`src/design/adc_port_pkg.sv`:
```
// Constants, field positions and state codes of the converter host port.
package adc_port_pkg;

    ////////////////////////////////////////////////////////////////////////
    // Widths and FIFO geometry.
    localparam int DATA_W = 12;
    localparam int WORD_W = 13;
    localparam int FIFO_DEPTH = 8;
    localparam int FCNT_W = 3;

    ////////////////////////////////////////////////////////////////////////
    // Status/control field positions and value after reset.
    localparam int GATE_BIT = 5;
    localparam int EMPTY_BIT = 4;
    localparam int OOR_BIT = 3;
    localparam logic [11:0] STATUS_RST = 12'h010;
    localparam logic GATE_RST = 1'b0;

    ////////////////////////////////////////////////////////////////////////
    // Timing.
    localparam int CLK_PERIOD_NS = 10;
    localparam int TRIG_MIN_PERIODS = 2;
    localparam int CONV_TIME_NS = 7000;
    localparam int CONV_CYCLES_DEF = CONV_TIME_NS / CLK_PERIOD_NS;
    localparam int SYNC_STAGES = 2;

    ////////////////////////////////////////////////////////////////////////
    // Conversion start sequencer states.
    typedef enum logic [3:0] {
        ST_IDLE = 4'b0001,
        ST_ACK = 4'b0010,
        ST_RISE = 4'b0100,
        ST_CONV = 4'b1000
    } conv_state_e;

endpackage : adc_port_pkg

```
`src/design/bit_sync.sv`:
```
// Two flip-flop synchroniser for one asynchronous level.
`timescale 1ns/1ps
module bit_sync #(
    parameter logic RST_VAL = 1'b1
) (
    // Clock and reset.
    input wire logic clk_i,
    input wire logic resetn_i,
    // Asynchronous level in, synchronous level out.
    input wire logic async_i,
    output logic sync_o
);

    logic meta;

    always_ff @(posedge clk_i) begin
        if (!resetn_i) begin
            meta <= RST_VAL;
            sync_o <= RST_VAL;
        end else begin
            meta <= async_i;
            sync_o <= meta;
        end
    end

endmodule : bit_sync

```
`src/design/two_entry_buf.sv`:
```
// Two-entry valid/ready buffer for conversion results.
`timescale 1ns/1ps
module two_entry_buf #(
    parameter int W = 13
) (
    // Clock and reset.
    input wire logic clk_i,
    input wire logic resetn_i,
    // Filling side.
    input wire logic in_valid_i,
    output logic in_ready_o,
    input wire logic [W-1:0] in_data_i,
    // Draining side.
    output logic out_valid_o,
    input wire logic out_ready_i,
    output logic [W-1:0] out_data_o
);

    logic [W-1:0] slot0;
    logic [W-1:0] slot1;
    logic [1:0] fill;
    logic next_ready;

    wire push = in_valid_i && in_ready_o;
    wire pop = out_valid_o && out_ready_i;
    wire [1:0] next_fill = fill + {1'b0, push} - {1'b0, pop};

    assign out_valid_o = (fill != 2'h0);
    assign out_data_o = slot0;
    assign next_ready = (next_fill != 2'h2);

    always_ff @(posedge clk_i) begin
        if (!resetn_i) begin
            fill <= 2'h0;
            in_ready_o <= 1'b1;
        end else begin
            fill <= next_fill;
            in_ready_o <= next_ready;
        end
    end

    // Entry 0 is always the oldest word.
    always_ff @(posedge clk_i) begin
        if (pop) begin
            slot0 <= (push && fill == 2'h1) ? in_data_i : slot1;
        end else if (push && fill == 2'h0) begin
            slot0 <= in_data_i;
        end
        if (push && (fill - {1'b0, pop}) == 2'h1) begin
            slot1 <= in_data_i;
        end
    end

endmodule : two_entry_buf

```
`src/design/adc_host_port_busy_ctrl.sv`:
```
// Converter host port: start handshake, busy, FIFO and status access.
// Function
// - Sample trigger is accepted asynchronously, with no phase relation.
// - Busy goes low on the clock edge after the trigger is seen low.
// - Trigger rising edge switches track/hold to hold and starts conversion.
// - Busy returns high on the second edge after the trigger is seen high.
// - Chip select and read strobe both low form a read; data is driven.
// - Register select low reads oldest FIFO word, high reads status.
// - Chip select and write strobe low with register select high writes.
// - Internal write pulse is one per access, formed inside the strobes.
// - Output gate bit 0 keeps data drivers off while busy is low.
// - Output gate bit 1 lets data drive while busy is low.
// - Accesses during trigger low proceed; with gate bit 0 bus not driven until busy high.
// - Busy low lasts at most the trigger width plus two periods.
// - After a FIFO read every word shifts down; the count drops unless a new word enters in the same cycle.
// - Output gate bit sits at bit 5 and is readable and writable.
`timescale 1ns/1ps
module adc_host_port_busy_ctrl
    import adc_port_pkg::*;
#(
    parameter int CONV_CYCLES = CONV_CYCLES_DEF,
    parameter int DEPTH = FIFO_DEPTH
) (
    // Clock and reset.
    input wire logic MCLK_I,
    input wire logic RESETN_I,
    // Conversion start handshake.
    input wire logic SAMPLE_TRIGGER_N_I,
    output logic BUSY_N_O,
    output logic HOLD_O,
    output logic CONV_START_O,
    // Host bus.
    input wire logic CS_N_I,
    input wire logic READ_STROBE_N_I,
    input wire logic WRITE_STROBE_N_I,
    input wire logic REGISTER_SELECT_I,
    input wire logic [DATA_W-1:0] WRITE_DATA_I,
    output logic [DATA_W-1:0] DATA_O,
    output logic DATA_OE_O,
    // Conversion results.
    input wire logic RESULT_VALID_I,
    output logic RESULT_READY_O,
    input wire logic [WORD_W-1:0] RESULT_I
);

    localparam int CW = $clog2(CONV_CYCLES + 1);
    localparam int NW = $clog2(DEPTH + 1);
    localparam int IW = $clog2(DEPTH);

    function automatic logic [FCNT_W-1:0] word_count(input logic [NW-1:0] n);
        word_count = (n == '0) ? '0 : FCNT_W'(n - NW'(1));
    endfunction : word_count

    ////////////////////////////////////////////////////////////////////////
    // Trigger synchroniser and start sequencer.
    logic trig_s;
    conv_state_e state;
    conv_state_e next_state;
    logic [CW-1:0] conv_cnt;

    bit_sync #(.RST_VAL(1'b1)) u_trig_sync (
        .clk_i(MCLK_I),
        .resetn_i(RESETN_I),
        .async_i(SAMPLE_TRIGGER_N_I),
        .sync_o(trig_s)
    );

    wire conv_done = (conv_cnt == CW'(CONV_CYCLES - 1));

    // New triggers are ignored until the conversion finishes.
    always_comb begin
        next_state = state;
        unique case (state)
            ST_IDLE: begin
                if (!trig_s) next_state = ST_ACK;
            end
            ST_ACK: begin
                if (trig_s) next_state = ST_RISE;
            end
            ST_RISE: begin
                next_state = ST_CONV;
            end
            ST_CONV: begin
                if (conv_done) next_state = ST_IDLE;
            end
        endcase
    end

    wire next_busy_n = !(next_state == ST_ACK || next_state == ST_RISE);
    wire next_hold = (next_state == ST_RISE || next_state == ST_CONV);
    wire next_start = (state == ST_ACK) && trig_s;

    always_ff @(posedge MCLK_I) begin
        if (!RESETN_I) begin
            state <= ST_IDLE;
            conv_cnt <= '0;
            BUSY_N_O <= 1'b1;
            HOLD_O <= 1'b0;
            CONV_START_O <= 1'b0;
        end else begin
            state <= next_state;
            conv_cnt <= (state == ST_CONV) ? conv_cnt + CW'(1) : '0;
            BUSY_N_O <= next_busy_n;
            HOLD_O <= next_hold;
            CONV_START_O <= next_start;
        end
    end

    ////////////////////////////////////////////////////////////////////////
    // Host access decode.
    logic gate;
    logic wr_prev;
    logic rd_prev;
    logic rd_sel;

    wire rd_act = !CS_N_I && !READ_STROBE_N_I;
    wire wr_act = !CS_N_I && !WRITE_STROBE_N_I && REGISTER_SELECT_I;
    wire wr_pulse = wr_act && !wr_prev;
    wire next_gate = wr_pulse ? WRITE_DATA_I[GATE_BIT] : gate;
    wire drive_ok = next_busy_n || next_gate;
    wire next_oe = rd_act && drive_ok;

    always_ff @(posedge MCLK_I) begin
        if (!RESETN_I) begin
            gate <= GATE_RST;
            wr_prev <= 1'b0;
            rd_prev <= 1'b0;
            rd_sel <= 1'b0;
        end else begin
            gate <= next_gate;
            wr_prev <= wr_act;
            rd_prev <= rd_act;
            if (rd_act) rd_sel <= REGISTER_SELECT_I;
        end
    end

    ////////////////////////////////////////////////////////////////////////
    // Result buffer and shift-down FIFO.
    logic buf_valid;
    logic [WORD_W-1:0] buf_data;
    logic [WORD_W-1:0] mem [DEPTH];
    logic [WORD_W-1:0] next_mem [DEPTH];
    logic [NW-1:0] count;
    logic [NW-1:0] next_count;

    wire fifo_room = (count < NW'(DEPTH));
    wire fifo_push = buf_valid && fifo_room;
    wire fifo_pop = rd_prev && !rd_act && DATA_OE_O && !rd_sel
        && (count != '0);

    two_entry_buf #(.W(WORD_W)) u_result_buf (
        .clk_i(MCLK_I),
        .resetn_i(RESETN_I),
        .in_valid_i(RESULT_VALID_I),
        .in_ready_o(RESULT_READY_O),
        .in_data_i(RESULT_I),
        .out_valid_o(buf_valid),
        .out_ready_i(fifo_room),
        .out_data_o(buf_data)
    );

    always_comb begin
        next_mem = mem;
        next_count = count;
        if (fifo_pop) begin
            for (int i = 0; i < DEPTH - 1; i++) begin
                next_mem[i] = mem[i + 1];
            end
            next_count = count - NW'(1);
        end
        if (fifo_push) begin
            next_mem[next_count[IW-1:0]] = buf_data;
            next_count = next_count + NW'(1);
        end
    end

    always_ff @(posedge MCLK_I) begin
        if (!RESETN_I) begin
            count <= '0;
        end else begin
            count <= next_count;
        end
    end

    always_ff @(posedge MCLK_I) begin
        mem <= next_mem;
    end

    ////////////////////////////////////////////////////////////////////////
    // Read data path.
    logic [11:0] status;
    wire fifo_empty = (count == '0);

    always_comb begin
        status = STATUS_RST & 12'h000;
        status[GATE_BIT] = gate;
        status[EMPTY_BIT] = fifo_empty;
        status[OOR_BIT] = !fifo_empty && mem[0][WORD_W-1];
        status[FCNT_W-1:0] = word_count(count);
    end

    wire [DATA_W-1:0] rd_word = REGISTER_SELECT_I ? status
        : mem[0][DATA_W-1:0];

    always_ff @(posedge MCLK_I) begin
        if (!RESETN_I) begin
            DATA_O <= '0;
            DATA_OE_O <= 1'b0;
        end else begin
            if (rd_act) DATA_O <= rd_word;
            DATA_OE_O <= next_oe;
        end
    end

    ////////////////////////////////////////////////////////////////////////
    // Assertions and covers.
    logic past_valid;

    always_ff @(posedge MCLK_I) begin
        if (!RESETN_I) past_valid <= 1'b0;
        else past_valid <= 1'b1;
    end
endmodule : adc_host_port_busy_ctrl

```
`config.mk`:
```
export PLATFORM = sky130hd
export DESIGN_NAME = adc_host_port_busy_ctrl
export DESIGN_NICKNAME = d
export VERILOG_FILES = /design/src/design/adc_port_pkg.sv /design/src/design/bit_sync.sv /design/src/design/two_entry_buf.sv /design/src/design/adc_host_port_busy_ctrl.sv
export SDC_FILE = /design/constraint.sdc
export NUM_CORES = 1
export LEC_CHECK = 0
export BUFFER_PORTS_ARGS = -buffer_cell sky130_fd_sc_hd__buf_4
export CORE_ASPECT_RATIO = 1.1
export CORE_MARGIN = 8
export CORE_UTILIZATION = 40
export DETAILED_ROUTE_END_ITERATION = 10
export PLACE_DENSITY = 0.69
export SETUP_SLACK_MARGIN = 0.2
export SLEW_MARGIN = 20
export SYNTH_ARGS = -nofsm -noshare
export SYNTH_HDL_FRONTEND = slang
export SYNTH_SLANG_ARGS = --single-unit
```
`constraint.sdc`:
```
create_clock -name MCLK_I -period 3.5 [get_ports MCLK_I]
set_input_delay 0.175 -clock MCLK_I [delete_from_list [all_inputs] [get_ports MCLK_I]]
set_output_delay 0.175 -clock MCLK_I [all_outputs]
set_load 0.1 [all_outputs]
```
== Word level (Yosys, flattened, before mapping) ==
Cells that the tools add are included.
Cells by class
  add/sub/neg operators: 6
  order comparisons: 3
  eq/ne operators: 11
  multiplexer cells: 17
  bitwise gates (word level): 1
  reductions and logical operators: 34
Operator list (count)
  104-bit bitwise mux: 1
  104-bit two-way mux: 1
  91-bit two-way mux: 1
  13-bit two-way mux: 4
  13-bit demux with 3-bit select: 1
  4-bit two-way mux: 5
  1-bit logical AND: 17
  4-bit case mux with 4 select lines: 1
  12-bit two-way mux: 1
  10-bit by 1-bit adder with 10-bit output, second input constant: 1
  10-bit == test, second input constant: 1
  4-bit by 2-bit == test with 1-bit output, second input constant: 2
  4-bit by 3-bit == test with 1-bit output, second input constant: 2
  4-bit == test, second input constant: 2
  1-bit logical NOT: 8
  4-bit by 1-bit adder with 4-bit output, second input constant: 1
  2-bit by 1-bit == test with 1-bit output, second input constant: 2
  4-bit by 1-bit == test with 1-bit output, second input constant: 1
  4-bit greater-or-equal comparator, second input constant: 1
  4-bit logical NOT: 1
  4-bit by 1-bit less-than comparator with 1-bit output, second input constant: 1
  4-bit less-than comparator, second input constant: 1
  3-bit inverter with 4-bit output: 1
  2-bit nonzero test: 2
  10 further kinds: 13
Storage, ports and cells
  flip-flop bits (word level): 173
  input bits: 33
  output and inout port bits: 17

== Longest topological paths before layout ==
  word-level depth: 15
  gate-level depth with buffers: 13
  depth with buffers taken out: 11

== Modules after synthesis ==
A second synthesis with hierarchy kept.
Unflattened totals
  cell total of the unflattened synthesis: 594
  area, all modules: 7783.7 um^2
Modules (own cells, without submodules)
  adc_host_port_busy_ctrl: times used 1, cells an instance 526, area each 6575.1 um^2, sequential area each 2972.9 um^2
  two_entry_buf: times used 1, cells an instance 64, area each 1156.1 um^2, sequential area each 840.8 um^2
  bit_sync: times used 1, cells an instance 4, area each 52.6 um^2, sequential area each 40.0 um^2

== Least setup slack after synthesis ==
No wires, ideal clock.
  path kind: flip-flop to flip-flop
  from: register DATA_OE_O
  to: register with a tool-made name
  arrival time: 2890 ps
  required time: 3098 ps
  slack: 208 ps
  cell stages (with the launch flop): 5
  buffers on the path: 0
  clock period less this slack: 3292 ps
  cells stage by stage: dfxtp_1 nand3b_1 nor3_4 xnor2_4 nor3_1
RTL lines
  from (decl): line adc_host_port_busy_ctrl.sv:39  | output logic DATA_OE_O,
  from (signal assigned): line adc_host_port_busy_ctrl.sv:211  | DATA_OE_O <= next_oe;

==> flow_metrics.env <==
export IMPL_status="completed"
export IMPL_r2r_cells=7
export IMPL_drive_gt1_share_pct=16.1
export IMPL_wl_per_cell_um=14.1
export IMPL_cts_root_buf="clkbuf_16"
export IMPL_setup_viol=0
export IMPL_finalSetupTns_ns=0
export IMPL_finalHoldViolCount=0
export IMPL_rsz0062_at_grt="false"
export IMPL_io_pins=50
export IMPL_synth_edf_count=39
export IMPL_dpl_worst_slack_ns=0.673
export IMPL_maxCapViolCount=0
export IMPL_clkSinkCount=173
export IMPL_drtAntennaViolNets=0
export IMPL_regToRegStartpoint="count[1]$_SDFF_PN0_"
export IMPL_tightestPinTransition_ns=0.985
export IMPL_track_usage_pct=13.5
export IMPL_regToRegSetupSlack_ns=0.67
export IMPL_die_w_um=147
export IMPL_whs_ns=0.0379
export IMPL_synth_seq_cells=173
export IMPL_dieArea_mm2=0.0235
export IMPL_p_leak_nw=3.84
export IMPL_fmax_mhz=353
export IMPL_arrival_ns=3.15
export IMPL_drc=0
export IMPL_grt_pass1_vias=5290
export IMPL_grt_pass1_wl_mm=26.0
export IMPL_cp_endpoint="mem[94]$_DFF_P_"
export IMPL_min_path_type="in -> reg"
export IMPL_crit_start="count[1]$_SDFF_PN0_"
export IMPL_yosys_warnings=0
export IMPL_ys_flop_type="dfxtp_1"
export IMPL_nNetsFinal=857
export IMPL_cts_clk_slew_worst_paths_ns=0.07
export IMPL_clock_skew_ns=0.00704
export IMPL_place_gp_congestion=0.728
export IMPL_peakVddDrop_v=0.000528
export IMPL_cts_htree_levels=4
export IMPL_finalPower_mw=7.21
export IMPL_start_util_pct=40.9
export IMPL_synthDistinctLibCells=52
export IMPL_min_period_ns=2.83
export IMPL_synth_area_per_cell_um2=9.73
export IMPL_coreArea_mm2=0.0184
export IMPL_die_h_um=160
export IMPL_yosysSeqAreaShare_pct=51.1
export IMPL_synth_most_common_cell="nand2_1"
export IMPL_drt_initial_drc_count=298
export IMPL_vias=5213
export IMPL_crit_required_ns=3.82
export IMPL_crit_type="reg -> reg"
export IMPL_worst_setup_path_end_kind="register"
export IMPL_netlist_area_mm2=0.00753
export IMPL_slew_headroom_pct=34.3
export IMPL_synth_area_leaders="dfxtp_1, edfxtp_1, nand2_1"
export IMPL_synthArstFlopShare_pct=0
export IMPL_synth_top_cell_area_share_pct=35.6
export IMPL_syn_to_final_growth_pct=16.9
export IMPL_port_buffers=38
export IMPL_avgViaCountPerCell=4.85
export IMPL_crit_fanout=95
export IMPL_num_rows=52
export IMPL_cp_start_kind="register"
export IMPL_drv_slew=0
export IMPL_grt_antenna_before_repair=0
export IMPL_tritoncts="built"
export IMPL_syn_num_nets=812
export IMPL_yosysTopAreaCell="dfxtp_1"
export IMPL_r2r_end="mem[94]$_DFF_P_"
export IMPL_p_per_area_mw_per_mm2=818
export IMPL_layout_setup_ws_ns=0.670
export IMPL_clk_latency_ns=0.43
export IMPL_grt_overflow=0
export IMPL_place_hpwl_mm=9.45
export IMPL_firstDrtPassIters=4
export IMPL_wirelength_mm=15.2
export IMPL_ys_top_cells_by_count="nand2_1, dfxtp_1, mux2_1, edfxtp_1"
export IMPL_period_share_pct=80.9
export IMPL_cts_buffers=17
export IMPL_cts_buffer_depth=2
export IMPL_grt_max_degree=96
export IMPL_synthCells=774
export IMPL_diodes=0
placed cells by master, fill, tap and decap left out, types with 5 or more instances in the layout:
cell	n
a21boi_0	8
inv_1	12
dfxtp_1	134
nor3b_4	5
inv_8	6
edfxtp_1	39
ha_1	5
mux2_1	74
nor2_1	18
nand3_1	12
xor2_1	6
nand2b_1	8
o211a_1	6
dlygate4sd3_1	16
clkbuf_16	17
xnor2_1	8
o21ai_0	5
buf_4	52
mux2_2	30
nand2_1	296
metrics by stage:
stage | instance area (um2) | util [%] | instances
detailed placement | 8050 | 43.7 | 1027
global placement | 8050 | 43.7 | 1027
CTS | 8810 | 47.8 | 1075
floorplan | 7530 | - | 774
finish | 8810 | 47.8 | 1075
global route | 8810 | 47.8 | 1075
layout make-up:
cell class	count	area (um2)
clock inverters	15	173
multi-input cells	547	3450
repair buffers	68	551
inverters	12	45.0
clock buffers	17	425
flip-flops and latches	173	3850
fillers	1655	9610
well taps	243	304
worst max-delay path: stages, from the launching register on:
cell	delay, ns
dfxtp_1	0.47
inv_1	0.10
ha_1	0.29
nor3b_4	0.22
nor3_4	0.31
buf_4	0.77
o21ai_0	0.16
mux2_1	0.31
report_power, final:
group	leakage, nW	internal, mW	total [mW]	switching (mW)
Clock	0.289	1.02	1.89	0.862
Sequential	1.47	2.82	3.32	0.494
Combinational	2.08	0.981	2.00	1.02
state kept, by name (all words and copies together), names as in the netlist, named ones only:
register and cells:
mem 91, u_result_buf.out_data_o 13, u_result_buf.slot1 13, DATA_O 12, conv_cnt 10, count 4, state 4, u_result_buf.fill 2
BUSY_N_O 1, CONV_START_O 1, DATA_OE_O 1, HOLD_O 1, gate 1, rd_prev 1, rd_sel 1, u_result_buf.in_ready_o 1
u_trig_sync.meta 1, u_trig_sync.sync_o 1, wr_prev 1
logic make-up after synthesis:
logic type               synth area share (%)
AND/OR/NAND/NOR                          22.0
AO/OA/AOI/OAI                            4.77
flip-flops                               51.1
buffers and inverters                    3.29
XOR/XNOR                                 1.99
multiplexers                             15.9
adder cells (fa/ha/maj)                 0.830
repair_timing:
item / 4_1_cts / 5_1_grt
hold buffers: 16 / 0
buffers inserted: 0 / 0
hold endpoints to repair: 15 / 0
endpoints found under the setup margin: 0 / 0
resized for setup: 0 / 0
worst min-delay path by stage:
| stage | end | slack, ns | depth (start not counted) | start |
|---|---|---|---|---|
| floorplan | wr_prev$_SDFF_PN0_ | 0.25 | 1 | WRITE_STROBE_N_I |
| global placement | wr_prev$_SDFF_PN0_ | 0.35 | 2 | WRITE_STROBE_N_I |
| detailed placement | wr_prev$_SDFF_PN0_ | 0.36 | 2 | WRITE_STROBE_N_I |
| CTS | gate$_SDFF_PN0_ | 0.02 | 3 | WRITE_DATA_I[5] |
| global route | gate$_SDFF_PN0_ | 0.05 | 3 | WRITE_DATA_I[5] |
| finish | gate$_SDFF_PN0_ | 0.04 | 3 | WRITE_DATA_I[5] |
metal layers:
layer	global-route usage (%)	share of wire (%)
met3	3.22	3.7
met1	15.8	44
met2	23.7	51
met5	0	0
met4	4.27	1.1
No activity file was read; power rests on OpenSTA's default activity.
